**src/common/irq_defines.svh**
```systemverilog
// Constants for the shared-vector interrupt logic: register map, field positions, sizes.
// Assumes inclusion by bare name from every file that needs a number.
`ifndef IRQ_DEFINES_SVH
`define IRQ_DEFINES_SVH

`define ADDR_W 8
`define DATA_W 32
`define REG_CTRL 8'h00
`define REG_ENABLE 8'h04
`define REG_FLAG 8'h08
`define REG_FLAGSET 8'h0C
`define REG_STATUS 8'h10

`define RESP_OKAY 2'h0
`define RESP_SLVERR 2'h2

`define CTRL_GIE 0
`define CTRL_SLEEP 1

`define NSRC 4
`define NGRP 2
`define SRC_LOW 0
`define SRC_NV 1
`define SRC_SER 2
`define SRC_SP2 3
`define GRP_LSB 4
`define GRP0_MEMBERS 4'h3
`define GRP1_MEMBERS 4'hC

`define STAT_FULL 0
`define STAT_EMPTY 1
`define STAT_OVF 2
`define STAT_DEPTH_LSB 3
`define STAT_PEND 7

`define PC_W 14
`define STACK_DEPTH 8
`define PTR_W 4

`endif

```
**src/common/irq_pkg.sv**
```systemverilog
// Types shared by the interrupt logic: bus channel state encodings.
// Assumes the defines header carries all numeric constants.
package irq_pkg;
	// Write channel progress
	typedef enum logic [1:0] {
		W_IDLE = 2'b00, // Waiting for address and data
		W_TAKE = 2'b01, // Ready raised, handshake this cycle
		W_RESP = 2'b10  // Response offered
	} wr_state_t;
	// Read channel progress
	typedef enum logic [1:0] {
		R_IDLE = 2'b00, // Waiting for address
		R_TAKE = 2'b01, // Ready raised, handshake this cycle
		R_DATA = 2'b10  // Data offered
	} rd_state_t;
endpackage

```
**src/rtl/level_sync3.sv**
```systemverilog
// Three-stage synchroniser with agreement filter for one asynchronous level.
// Assumes the input may change at any time relative to clk.
`timescale 1ns/10ps
module level_sync3 (
	input wire logic clk, // System clock
	input wire logic rst, // Async reset, active high
	input wire logic asyncIn, // Level from outside the domain
	output logic syncOut // Filtered level
);
	logic s1_r; // First stage, read only by s2_r
	logic s2_r; // Second stage
	logic s3_r; // Third stage
	logic agree; // Second and third stages match

	assign agree = (s2_r == s3_r);

	// Shift chain; output follows only once two late stages agree
	always_ff @(posedge clk or posedge rst) begin
		if (rst) begin
			s1_r <= 1'b0;
			s2_r <= 1'b0;
			s3_r <= 1'b0;
			syncOut <= 1'b0;
		end else begin
			s1_r <= asyncIn;
			s2_r <= s1_r;
			s3_r <= s2_r;
			if (agree) begin
				syncOut <= s3_r;
			end
		end
	end
endmodule

```
**src/rtl/return_stack.sv**
```systemverilog
// Return address stack holding program counter values only.
// Assumes push and pop are single-cycle strobes; pop wins if both come together.
`timescale 1ns/10ps
`include "irq_defines.svh"
module return_stack (
	input wire logic clk, // System clock
	input wire logic rst, // Async reset, active high
	input wire logic push, // Store pushData on top
	input wire logic [`PC_W-1:0] pushData, // Address to save
	input wire logic pop, // Remove top entry
	output logic [`PC_W-1:0] top, // Current top entry
	output logic full, // No room left
	output logic empty, // Nothing stored
	output logic [`PTR_W-1:0] depth, // Entries in use
	output logic overflow // Push refused while full, one cycle
);
	logic [`PC_W-1:0] mem [`STACK_DEPTH]; // Saved addresses
	logic [`PTR_W-1:0] ptr_r; // Next free slot
	logic [`PTR_W-1:0] topIdx; // Index of top entry
	logic doPush; // Accepted push
	logic doPop; // Accepted pop

	assign full = (ptr_r == `PTR_W'(`STACK_DEPTH));
	assign empty = (ptr_r == `PTR_W'(0));
	assign depth = ptr_r;
	assign topIdx = empty ? `PTR_W'(0) : ptr_r - `PTR_W'(1);
	assign top = empty ? `PC_W'(0) : mem[topIdx[2:0]];
	assign doPop = pop & ~empty;
	assign doPush = push & ~pop & ~full;
	// A full stack cannot take a nested call; the entry is lost
	assign overflow = push & ~pop & full;

	// Pointer moves
	always_ff @(posedge clk or posedge rst) begin
		if (rst) begin
			ptr_r <= `PTR_W'(0);
		end else if (doPop) begin
			ptr_r <= ptr_r - `PTR_W'(1);
		end else if (doPush) begin
			ptr_r <= ptr_r + `PTR_W'(1);
		end
	end

	// Storage has no reset; empty masks stale contents
	always_ff @(posedge clk) begin
		if (doPush) begin
			mem[ptr_r[2:0]] <= pushData;
		end
	end
endmodule

```
**src/rtl/shared_vector_interrupt_logic.sv**
```systemverilog
// Interrupt flags, enables, group vectoring, return stack and wake-up for four sources.
// Assumes peripheral strobes are on clk, the supply monitor level is asynchronous,
// and the core raises one of serviceAck, callPush, retPop, retiPop at a time.
`timescale 1ns/10ps
`include "irq_defines.svh"
module shared_vector_interrupt_logic (
	input wire logic clk, // System clock, 125 MHz
	input wire logic rst, // Async reset, active high
	input wire logic [`ADDR_W-1:0] s_axi_awaddr, // Write address
	input wire logic s_axi_awvalid, // Write address valid
	output logic s_axi_awready, // Write address ready
	input wire logic [`DATA_W-1:0] s_axi_wdata, // Write data
	input wire logic [3:0] s_axi_wstrb, // Write byte enables
	input wire logic s_axi_wvalid, // Write data valid
	output logic s_axi_wready, // Write data ready
	output logic [1:0] s_axi_bresp, // Write response
	output logic s_axi_bvalid, // Write response valid
	input wire logic s_axi_bready, // Write response ready
	input wire logic [`ADDR_W-1:0] s_axi_araddr, // Read address
	input wire logic s_axi_arvalid, // Read address valid
	output logic s_axi_arready, // Read address ready
	output logic [`DATA_W-1:0] s_axi_rdata, // Read data
	output logic [1:0] s_axi_rresp, // Read response
	output logic s_axi_rvalid, // Read data valid
	input wire logic s_axi_rready, // Read data ready
	input wire logic lowSupplyPin, // Supply monitor level, async, high when low
	input wire logic nvWriteDone, // Data-memory write cycle ended, pulse
	input wire logic serialByteDone, // Serial module byte sent or received, pulse
	input wire logic serialAddrMatch, // Two-wire slave address match, pulse
	input wire logic serialTimeout, // Two-wire bus time-out, pulse
	input wire logic secondPortByteDone, // Second serial port byte done, pulse
	input wire logic [`PC_W-1:0] pcIn, // Program counter to save
	input wire logic serviceAck, // Core enters the offered vector, pulse
	input wire logic callPush, // Core subroutine call, pulse
	input wire logic retPop, // Plain return, pulse
	input wire logic retiPop, // Return with enable, pulse
	output logic intReq, // Vector request to core, level
	output logic intGroup, // Group of the offered vector
	output logic [`PC_W-1:0] returnAddr, // Popped address
	output logic globalEnable, // Global interrupt enable state
	output logic wakeUp // Wake request while sleeping, pulse
);
	// Bus channel state
	irq_pkg::wr_state_t wState_r; // Write channel
	irq_pkg::wr_state_t wState_nxt; // Write channel next
	irq_pkg::rd_state_t rState_r; // Read channel
	irq_pkg::rd_state_t rState_nxt; // Read channel next

	// Software visible state
	logic gie_r; // Global interrupt enable
	logic gie_nxt; // Its next value
	logic sleepMode_r; // Sleep or idle mode indication
	logic [`NSRC-1:0] srcEn_r; // Source enables
	logic [`NGRP-1:0] grpEn_r; // Group enables
	logic [`NSRC-1:0] srcFlag_r; // Source request flags
	logic [`NSRC-1:0] srcFlag_nxt; // Their next value
	logic [`NGRP-1:0] grpFlag_r; // Group request flags
	logic [`NGRP-1:0] grpFlag_nxt; // Their next value
	logic [`NGRP-1:0] gated_r; // Previous gated member level
	logic [`NGRP-1:0] gated; // Enabled members pending, per group
	logic ovfSticky_r; // Stack overflow seen

	// Decoded strokes
	logic wrEn; // Write handshake cycle
	logic lane0; // Low byte written
	logic wrCtrl; // Control register write
	logic wrEnable; // Enable register write
	logic wrFlag; // Flag clear write
	logic wrFlagSet; // Flag set write
	logic wrStatus; // Status clear write
	logic wrMapped; // Write hits a register
	logic rdMapped; // Read hits a register
	logic [`DATA_W-1:0] rdMux; // Selected read word
	logic [7:0] wByte; // Low write byte

	// Event and core strokes
	logic lowSupplySync; // Synchronised supply level
	logic [`NSRC-1:0] srcEvent; // Hardware set per source
	logic [`NSRC-1:0] srcSwSet; // Software set per source
	logic [`NSRC-1:0] srcSwClr; // Software clear per source
	logic [`NSRC-1:0] memberMask [`NGRP]; // Group membership
	logic [`NGRP-1:0] grpReq; // Ready-to-vector groups
	logic svcAccept; // Service taken on an offered vector
	logic stackFull; // Return stack has no room
	logic stackEmpty; // Return stack empty
	logic stackOvf; // Push refused, pulse
	logic [`PTR_W-1:0] stackDepth; // Entries in use
	logic [`PC_W-1:0] stackTop; // Top entry
	logic anyPop; // Either return
	logic [`NSRC+`NGRP-1:0] allFlags; // Every request flag
	logic [`NSRC+`NGRP-1:0] allFlagsPrev_r; // Flags one cycle earlier
	logic anyRise; // Some flag went low to high

	// Supply monitor crosses into clk domain
	level_sync3 uLowSync (
		.clk(clk),
		.rst(rst),
		.asyncIn(lowSupplyPin),
		.syncOut(lowSupplySync)
	);

	// Only the program counter is saved, never working registers
	return_stack uStack (
		.clk(clk),
		.rst(rst),
		.push(svcAccept | callPush),
		.pushData(pcIn),
		.pop(anyPop),
		.top(stackTop),
		.full(stackFull),
		.empty(stackEmpty),
		.depth(stackDepth),
		.overflow(stackOvf)
	);

	// Address decode
	assign wrEn = (wState_r == irq_pkg::W_TAKE);
	assign lane0 = s_axi_wstrb[0];
	assign wByte = s_axi_wdata[7:0];
	assign wrCtrl = wrEn & lane0 & (s_axi_awaddr == `REG_CTRL);
	assign wrEnable = wrEn & lane0 & (s_axi_awaddr == `REG_ENABLE);
	assign wrFlag = wrEn & lane0 & (s_axi_awaddr == `REG_FLAG);
	assign wrFlagSet = wrEn & lane0 & (s_axi_awaddr == `REG_FLAGSET);
	assign wrStatus = wrEn & lane0 & (s_axi_awaddr == `REG_STATUS);
	assign wrMapped = (s_axi_awaddr == `REG_CTRL) | (s_axi_awaddr == `REG_ENABLE) |
		(s_axi_awaddr == `REG_FLAG) | (s_axi_awaddr == `REG_FLAGSET) |
		(s_axi_awaddr == `REG_STATUS);
	assign rdMapped = (s_axi_araddr == `REG_CTRL) | (s_axi_araddr == `REG_ENABLE) |
		(s_axi_araddr == `REG_FLAG) | (s_axi_araddr == `REG_FLAGSET) |
		(s_axi_araddr == `REG_STATUS);

	// Read selection; unlisted bits read zero
	assign rdMux =
		(s_axi_araddr == `REG_CTRL) ? `DATA_W'({sleepMode_r, gie_r}) :
		(s_axi_araddr == `REG_ENABLE) ? `DATA_W'({grpEn_r, srcEn_r}) :
		(s_axi_araddr == `REG_FLAG) ? `DATA_W'({grpFlag_r, srcFlag_r}) :
		(s_axi_araddr == `REG_STATUS) ? `DATA_W'({intReq, stackDepth, ovfSticky_r, stackEmpty, stackFull}) :
		`DATA_W'(0);

	// Hardware events per source
	assign srcEvent[`SRC_LOW] = lowSupplySync;
	assign srcEvent[`SRC_NV] = nvWriteDone;
	assign srcEvent[`SRC_SER] = serialByteDone | serialAddrMatch | serialTimeout;
	assign srcEvent[`SRC_SP2] = secondPortByteDone;
	assign memberMask[0] = `GRP0_MEMBERS;
	assign memberMask[1] = `GRP1_MEMBERS;

	// Source flags: set wins over clear; service never touches them
	genvar i;
	generate
		for (i = 0; i < `NSRC; i++) begin : gSrc
			assign srcSwSet[i] = wrFlagSet & wByte[i];
			assign srcSwClr[i] = wrFlag & wByte[i];
			// Enables play no part, so a disabled source still holds its flag
			assign srcFlag_nxt[i] = srcEvent[i] | srcSwSet[i] | (srcFlag_r[i] & ~srcSwClr[i]);
		end
	endgenerate

	// Group flags rise when an enabled member becomes pending
	genvar g;
	generate
		for (g = 0; g < `NGRP; g++) begin : gGrp
			assign gated[g] = |(srcFlag_r & srcEn_r & memberMask[g]);
			// Service clears only the offered group; a new rise in the same cycle wins
			assign grpFlag_nxt[g] = (gated[g] & ~gated_r[g]) |
				(grpFlag_r[g] & ~(svcAccept & (intGroup == 1'(g))) & ~(wrFlag & wByte[`GRP_LSB+g]));
			// Global, group and stack room all needed; otherwise the flag stays pending
			assign grpReq[g] = gie_r & grpEn_r[g] & grpFlag_r[g] & ~stackFull;
		end
	endgenerate

	// Core strokes
	assign svcAccept = serviceAck & intReq;
	assign anyPop = retPop | retiPop;
	// Entry clears, return-with-enable sets, plain return leaves it as it is
	assign gie_nxt = svcAccept ? 1'b0 :
		retiPop ? 1'b1 :
		wrCtrl ? wByte[`CTRL_GIE] : gie_r;

	// Wake detect over every flag, enable state ignored
	assign allFlags = {grpFlag_r, srcFlag_r};
	assign anyRise = |(allFlags & ~allFlagsPrev_r);

	// Flag, enable and mode registers
	always_ff @(posedge clk or posedge rst) begin
		if (rst) begin
			srcFlag_r <= `NSRC'(0);
			grpFlag_r <= `NGRP'(0);
			gated_r <= `NGRP'(0);
			gie_r <= 1'b0;
			sleepMode_r <= 1'b0;
			srcEn_r <= `NSRC'(0);
			grpEn_r <= `NGRP'(0);
		end else begin
			srcFlag_r <= srcFlag_nxt;
			grpFlag_r <= grpFlag_nxt;
			gated_r <= gated;
			gie_r <= gie_nxt;
			if (wrCtrl) begin
				sleepMode_r <= wByte[`CTRL_SLEEP];
			end
			if (wrEnable) begin
				srcEn_r <= wByte[`NSRC-1:0];
				grpEn_r <= wByte[`GRP_LSB+`NGRP-1:`GRP_LSB];
			end
		end
	end

	// Overflow is kept for software; nested calls in service code risk it
	always_ff @(posedge clk or posedge rst) begin
		if (rst) begin
			ovfSticky_r <= 1'b0;
		end else begin
			ovfSticky_r <= stackOvf | (ovfSticky_r & ~(wrStatus & wByte[`STAT_OVF]));
		end
	end

	// Vector offer; dropped right after acceptance so it is taken once
	always_ff @(posedge clk or posedge rst) begin
		if (rst) begin
			intReq <= 1'b0;
			intGroup <= 1'b0;
		end else begin
			intReq <= (|grpReq) & ~svcAccept;
			if (!svcAccept) begin
				// Lower group wins when both are ready
				intGroup <= ~grpReq[0];
			end
		end
	end

	// Popped address, global enable mirror and wake pulse
	always_ff @(posedge clk or posedge rst) begin
		if (rst) begin
			returnAddr <= `PC_W'(0);
			globalEnable <= 1'b0;
			wakeUp <= 1'b0;
			allFlagsPrev_r <= (`NSRC+`NGRP)'(0);
		end else begin
			if (anyPop) begin
				returnAddr <= stackTop;
			end
			globalEnable <= gie_nxt;
			wakeUp <= sleepMode_r & anyRise;
			allFlagsPrev_r <= allFlags;
		end
	end

	// Write channel: both address and data needed before ready rises
	always_comb begin
		wState_nxt = wState_r;
		case (wState_r)
			irq_pkg::W_IDLE: begin
				if (s_axi_awvalid && s_axi_wvalid) begin
					wState_nxt = irq_pkg::W_TAKE;
				end
			end
			irq_pkg::W_TAKE: begin
				wState_nxt = irq_pkg::W_RESP;
			end
			irq_pkg::W_RESP: begin
				if (s_axi_bready) begin
					wState_nxt = irq_pkg::W_IDLE;
				end
			end
			default: begin
				wState_nxt = irq_pkg::W_IDLE;
			end
		endcase
	end

	// Write channel outputs registered
	always_ff @(posedge clk or posedge rst) begin
		if (rst) begin
			wState_r <= irq_pkg::W_IDLE;
			s_axi_awready <= 1'b0;
			s_axi_wready <= 1'b0;
			s_axi_bvalid <= 1'b0;
			s_axi_bresp <= `RESP_OKAY;
		end else begin
			wState_r <= wState_nxt;
			s_axi_awready <= (wState_nxt == irq_pkg::W_TAKE);
			s_axi_wready <= (wState_nxt == irq_pkg::W_TAKE);
			s_axi_bvalid <= (wState_nxt == irq_pkg::W_RESP);
			if (wrEn) begin
				s_axi_bresp <= wrMapped ? `RESP_OKAY : `RESP_SLVERR;
			end
		end
	end

	// Read channel sequencing
	always_comb begin
		rState_nxt = rState_r;
		case (rState_r)
			irq_pkg::R_IDLE: begin
				if (s_axi_arvalid) begin
					rState_nxt = irq_pkg::R_TAKE;
				end
			end
			irq_pkg::R_TAKE: begin
				rState_nxt = irq_pkg::R_DATA;
			end
			irq_pkg::R_DATA: begin
				if (s_axi_rready) begin
					rState_nxt = irq_pkg::R_IDLE;
				end
			end
			default: begin
				rState_nxt = irq_pkg::R_IDLE;
			end
		endcase
	end

	// Read channel outputs; data captured at the address handshake
	always_ff @(posedge clk or posedge rst) begin
		if (rst) begin
			rState_r <= irq_pkg::R_IDLE;
			s_axi_arready <= 1'b0;
			s_axi_rvalid <= 1'b0;
			s_axi_rdata <= `DATA_W'(0);
			s_axi_rresp <= `RESP_OKAY;
		end else begin
			rState_r <= rState_nxt;
			s_axi_arready <= (rState_nxt == irq_pkg::R_TAKE);
			s_axi_rvalid <= (rState_nxt == irq_pkg::R_DATA);
			if (rState_r == irq_pkg::R_TAKE) begin
				s_axi_rdata <= rdMux;
				s_axi_rresp <= rdMapped ? `RESP_OKAY : `RESP_SLVERR;
			end
		end
	end
endmodule

```
**config.mk**
```make
export PLATFORM = sky130hd
export DESIGN_NAME = shared_vector_interrupt_logic
export DESIGN_NICKNAME = d
export VERILOG_FILES = /design/src/common/irq_pkg.sv /design/src/rtl/level_sync3.sv /design/src/rtl/return_stack.sv /design/src/rtl/shared_vector_interrupt_logic.sv
export VERILOG_INCLUDE_DIRS = /design/src /design/src/common
export SDC_FILE = /design/constraint.sdc
export NUM_CORES = 1
export LEC_CHECK = 0
export ABC_AREA = 0
export BUFFER_PORTS_ARGS = -buffer_cell sky130_fd_sc_hd__clkbuf_2
export CAP_MARGIN = 0
export CORE_UTILIZATION = 25
export DETAILED_ROUTE_END_ITERATION = 8
export REMOVE_ABC_BUFFERS = 1
export SLEW_MARGIN = 20
export SYNTH_ARGS = -nofsm -noshare
export SYNTH_HDL_FRONTEND = slang
export SYNTH_SLANG_ARGS = --single-unit
export TNS_END_PERCENT = 100
```
**constraint.sdc**
```tcl
create_clock -name clk -period 4.9 [get_ports clk]
set_input_delay 0.98 -clock clk [delete_from_list [all_inputs] [get_ports clk]]
set_output_delay 0.98 -clock clk [all_outputs]
set_load 0.02 [all_outputs]
```
; ---- Word level (Yosys, flattened, before mapping)
; Memory sizes are Yosys's and may differ from the RTL's.
; Index checks and enable logic that the tools add are counted.
[classes]
reduce_logical = 12
muxes = 21
bitwise = 86
n_eq_ne = 18
addsub = 2
[op_table]
columns = operator, count
row1 = $and A1 B1 Y1, 43
row2 = $eq A8 B4 Y1 const B, 4
row3 = $mux W8, 4
row4 = $or A1 B1 Y1, 23
row5 = $not A1 Y1, 17
row6 = $eq A8 B3 Y1 const B, 2
row7 = $eq A8 B5 Y1 const B, 2
row8 = $logic_not A8 Y1, 2
row9 = $mux W14, 1
row10 = $mux W2, 6
row11 = $pmux W2 S3, 2
row12 = $eq A2 B1 Y1 const B, 4
row13 = $eq A2 B2 Y1 const B, 4
row14 = $mux W4, 2
row15 = $and A6 B6 Y6, 1
row16 = $not A6 Y6, 1
row17 = $reduce_or A2 Y1, 3
row18 = $reduce_or A6 Y1, 1
row19 = $mux W1, 5
row20 = $add A4 B1 Y4 const B, 1
row21 = $and A4 B4 Y4, 1
row22 = $eq A4 B4 Y1 const B, 1
row23 = $logic_not A2 Y1, 2
row24 = $logic_not A4 Y1, 1
row25 = 6 further kinds, 6
[totals]
ff_bits = 92
output_inout_bits = 59
ram_bits = 112
memories = 1
elab_cells = 167
in_bits = 83
[memory_table]
columns = memory, words, width, read_ports, rd_clocked_by_memory_dff, wr, line_no
row1 = uStack.mem, 8, 14, 1, 0, 1, return_stack.sv:17  ; logic [`PC_W-1:0] mem [`STACK_DEPTH];

; ---- Longest topological paths before layout
[depth]
depth_word = 7
ltp_mapped = 13
ltp_nobuf = 6

; ---- By module
; A second synthesis with hierarchy kept.
[unflattened]
hier_cells = 502
area_unflattened_um2 = 7546.0
[by_module_without_submodules]
columns = module, seq_area_each_um2, n_inst, area_each_um2, cells_each
row1 = return_stack, 3463.3, 1, 4757.1, 263
row2 = shared_vector_interrupt_logic, 1451.4, 1, 2673.8, 233
row3 = level_sync3, 100.1, 1, 115.1, 6

; ---- Worst setup path after synthesis
; OpenSTA, ideal clock, no wires.
[synth_path]
kind = flip-flop to flip-flop
startpoint = register uStack.ptr_r[0], in the netlist uStack.depth[0]
endpoint = memory uStack.mem[0][0] (netlist name), enable pin
setup_slack_ps = 1634
n_path_buf = 4
t_arrival_ps = 2863
setup_ps = 403
t_required_ps = 4497
stages_incl_launch_ff = 10
period_less_slack_ps = 3266
path_cell_list = dfrtp_1 buf_2 buf_2 buf_1 inv_1 ha_1 buf_2 nand2_1 nand3b_1 nor3_1
[synth_between]
elab_chain_cells = 5
[synth_lines]
columns = item, line_no
row1 = start: declaration, return_stack.sv:18  ; logic [`PTR_W-1:0] ptr_r;
row2 = start signal: assignment, return_stack.sv:36  ; ptr_r <= `PTR_W'(0);
row3 = start signal: assignment, return_stack.sv:38  ; ptr_r <= ptr_r - `PTR_W'(1);
row4 = start signal: assignment, return_stack.sv:40  ; ptr_r <= ptr_r + `PTR_W'(1);
row5 = $eq A4 B4 Y1, return_stack.sv:23  ; assign full = (ptr_r == `PTR_W'(`STACK_DEPTH));
row6 = $not A1 Y1, return_stack.sv:29  ; assign doPush = push & ~pop & ~full;
row7 = $and A1 B1 Y1, return_stack.sv:29
row8 = $mux W1, return_stack.sv:46  ; if (doPush) begin
row9 = $mux W1 (implied by the code), return_stack.sv:47  ; mem[ptr_r[2:0]] <= pushData;
row10 = end: declaration, return_stack.sv:17
; Several ways; a longest one is shown, not always the timed one.

; ---- Worst setup path in the final report
[layout_path]
startpoint = register uStack.ptr_r[1], in the netlist uStack.depth[1]
endpoint = register returnAddr[7]
[layout_between]
elab_chain_cells = 4
[layout_lines]
columns = item, line_no
row1 = $sub A4 B1 Y4 or $logic_not A4 Y1 (tied branches), "return_stack.sv:26, return_stack.sv:24"
row2 = $mux W3, return_stack.sv:26  ; assign topIdx = empty ? `PTR_W'(0) : ptr_r - `PTR_W'(1);
row3 = $mem_v2 Z8 W14, --
row4 = $mux W14 (*), return_stack.sv:27  ; assign top = empty ? `PC_W'(0) : mem[topIdx[2:0]];
row5 = end signal: assignment, shared_vector_interrupt_logic.sv:235  ; returnAddr <= `PC_W'(0);
row6 = end signal: assignment, shared_vector_interrupt_logic.sv:241  ; returnAddr <= stackTop;
row7 = end: declaration, shared_vector_interrupt_logic.sv:39  ; output logic [`PC_W-1:0] returnAddr,
; Mark *: on every way between the ends. The rest lies on a longest branch, timed or not.
; A chain may end at the register's enable or synchronous reset.

==> qor.csv <==
metric;value;unit
outcome;finished, final reports clean;
grt_max_degree;67;
gp_congestion;0.7545;
clk_latency;0.43;ns
htreeDepth;4;
required;5.24;ns
met1_usage;15.03;%
end_kind;flip-flop;
max_cap_violations;0;
layout.area.seq;0.005016;sq mm
p_leak;3.392;nW
maxSlewViolCount;0;
core;0.02964;sq mm
path_clk_slew;0.08;ns
die_x;175.6;microns
antenna_found_initial;0;
synth.most_common_cell;edfxtp_1;
ys_seq_elements;178;
first_global_vias;4481;
io_buffers;86;
multi_input_area;0.002308;sq mm
via_per_inst;4.542;
tightest_slew;1.049;ns
cts_buffers;17;
cts_resized;0;
wire_per_inst;16.19;microns
ys_warn_count;0;
cts_setup_buffers;0;
drive_gt1_share;28.59;%
antenna_left;0;
min_path_type;reg -> reg;
setup_viol;0;
yosys.area.top_type_share;44.65;%
pin_count;142;
fin_nets;705;
cts_hold_buf;0;
clockBufferDepth;2;
irDropWorstVdd;284.2;uV
preCtsSetupSlack;1.586;ns
clock_sinks;178;
path_cells;inv_1, ha_1, nand2b_1, and4b_1, a22oi_1, o211ai_1;
dp_hpwl;10.59;mm
firstDrtPassIters;4;
grt_use_total;11.03;%
relSlewSlack;30.06;%
cp.arrival;3.44;ns
syn_to_final_growth;19.22;%
n_antenna_cell;0;
worst_slack;1.801;ns
synthTopCellsByCount;edfxtp_1 (112), dfrtp_1 (66), o211ai_1 (39);
vias;4646;
cp_num_buf_inv;1;
fmax;322.7;MHz
ys_async_sr_fraction;37.08;%
p_per_area;505.7;mW/mm^2
fin_worst_skew;0.009517;ns
cts-root-buf;clkbuf_16;
nFillCells;2987;
slowest_stage;and4b_1;
cp_max_fo;17;
ys_seq_area_share;66.58;%
synth_area_leaders;edfxtp_1 (45%), dfrtp_1 (22%), mux2_2 (5.7%);
syn_inst;534;
busiest_layer;met2;
slowest_delay;0.81;ns
die_area;0.03083;sq mm
wirelength;16.57;mm
syn_area;0.007532;sq mm
drc;0;
grtUsageMet3;2.576;%
cts_tree;built;
grt_use_met2;17.54;%
yosysTopAreaCell;edfxtp_1;
fp-row-count;63;
synth_edf_count;112;
path_class;reg -> reg;
cp-start-kind;flip-flop;
cp_top_family;simple AND/OR/NAND/NOR gates;
post-route-period-util;63.25;%
drtIter0Drc;351;
ys.flop_type;edfxtp_1;
ys_types;52;
die_y;175.6;microns
avgSynthCellArea;14.11;sq um
min_period;3.099;ns
grt_pass1_wl;25.66;mm
overflow;0;
grt_setup_unrepaired;no;
final.setup.tns;0;ns
hold_violations;0;
start_util;25.41;%
## cell usage in the layout, fill, tap and decap left out, types with 5 or more instances in the layout
cell type and count:
conb_1 26, dfrtp_1 65, edfxtp_1 112, nor2_1 29, a21oi_1 9, a31oi_1 7
nand3_1 7, a311o_1 5, inv_1 12, buf_4 10, nand2_1 23, mux2_2 38
nor3b_1 5, mux2i_1 27, o211ai_1 39, nor4_1 6, clkbuf_2 86, o22ai_1 5
nor3_1 6, clkbuf_16 17, clkinv_8 6, a22oi_1 19
## kinds of logic after synthesis
group                    count (synthesis)  share of synthesized area [%]
flip-flops                             178                          66.58
AO/OA/AOI/OAI                          110                          10.90
AND/OR/NAND/NOR                        109                          7.841
buffers and inverters                   67                          4.784
multiplexers                            65                          9.269
adder cells (fa/ha/maj)                  3                         0.4651
other                                    1                        0.04979
XOR/XNOR                                 1                         0.1163
## per-layer routing
| layer | wire length (microns) | up-vias | part of all wire (%) |
|---|---|---|---|
| met3 | 1140 | 11 | 6.9 |
| met4 | 128 | 0 | 0.77 |
| met5 | 0 | - | 0 |
| met2 | 7697 | 161 | 46 |
| met1 | 7598 | 2303 | 46 |
| li1 | - | 2171 | - |
## registers in the layout, indices dropped and copies added (netlist names), 4 cells and up
signal	count
uStack.mem	112
allFlagsPrev_r	6
s_axi_rdata	8
srcFlag_r	4
uStack.depth	4
srcEn_r	4
returnAddr	14
## path summary, 6_finish.rpt
check | from | to | slack, ns | depth (start not counted)
max in group asynchronous | rst | s_axi_rdata[6]$_DFFE_PP0N_ | 3.26 | 3
worst min-delay path | uLowSync.s1_r$_DFF_PP0_ | uLowSync.s2_r$_DFF_PP0_ | 0.35 | 0
worst min register to register | uLowSync.s1_r$_DFF_PP0_ | uLowSync.s2_r$_DFF_PP0_ | 0.35 | 0
min in group asynchronous | rst | returnAddr[3]$_DFFE_PP0P_ | 0.70 | 2
worst max register to register | uStack.depth[1]$_DFFE_PP0P_ | returnAddr[7]$_DFFE_PP0P_ | 1.80 | 6
worst max-delay path | uStack.depth[1]$_DFFE_PP0P_ | returnAddr[7]$_DFFE_PP0P_ | 1.80 | 6
## stage by stage
stage | std cells | hold slack, ns | cell area [sq um] | util (%) | total power [W]
global placement | 991 | 0.3363 | 8367 | 28.23 | 0.003217
detailed placement | 991 | 0.3364 | 8367 | 28.23 | 0.003236
floorplan | 505 | 0.3312 | 7315 | - | 0.002765
finish | 1023 | 0.3488 | 8980 | 30.30 | 0.004541
global route | 1023 | 0.3613 | 8980 | 30.30 | 0.004791
CTS | 1023 | 0.3532 | 8980 | 30.30 | 0.004602
## final cells by class
type	count	share of cell area [%]
inverters	13	0.5434
repair buffers	96	5.629
flip-flops and latches	178	55.86
clock buffers	17	4.737
clock inverters	15	2.090
multi-input cells	314	25.71
well taps	390	5.434
## report_power, final
group | switching [W] | total (W) | internal [W]
Sequential | 0.000142 | 0.00190 | 0.00175
Combinational | 0.000790 | 0.00129 | 0.000496
Clock | 0.000664 | 0.00136 | 0.000694
Total | 0.00160 | 0.00454 | 0.00294
No activity file was read; power rests on OpenSTA's default activity.
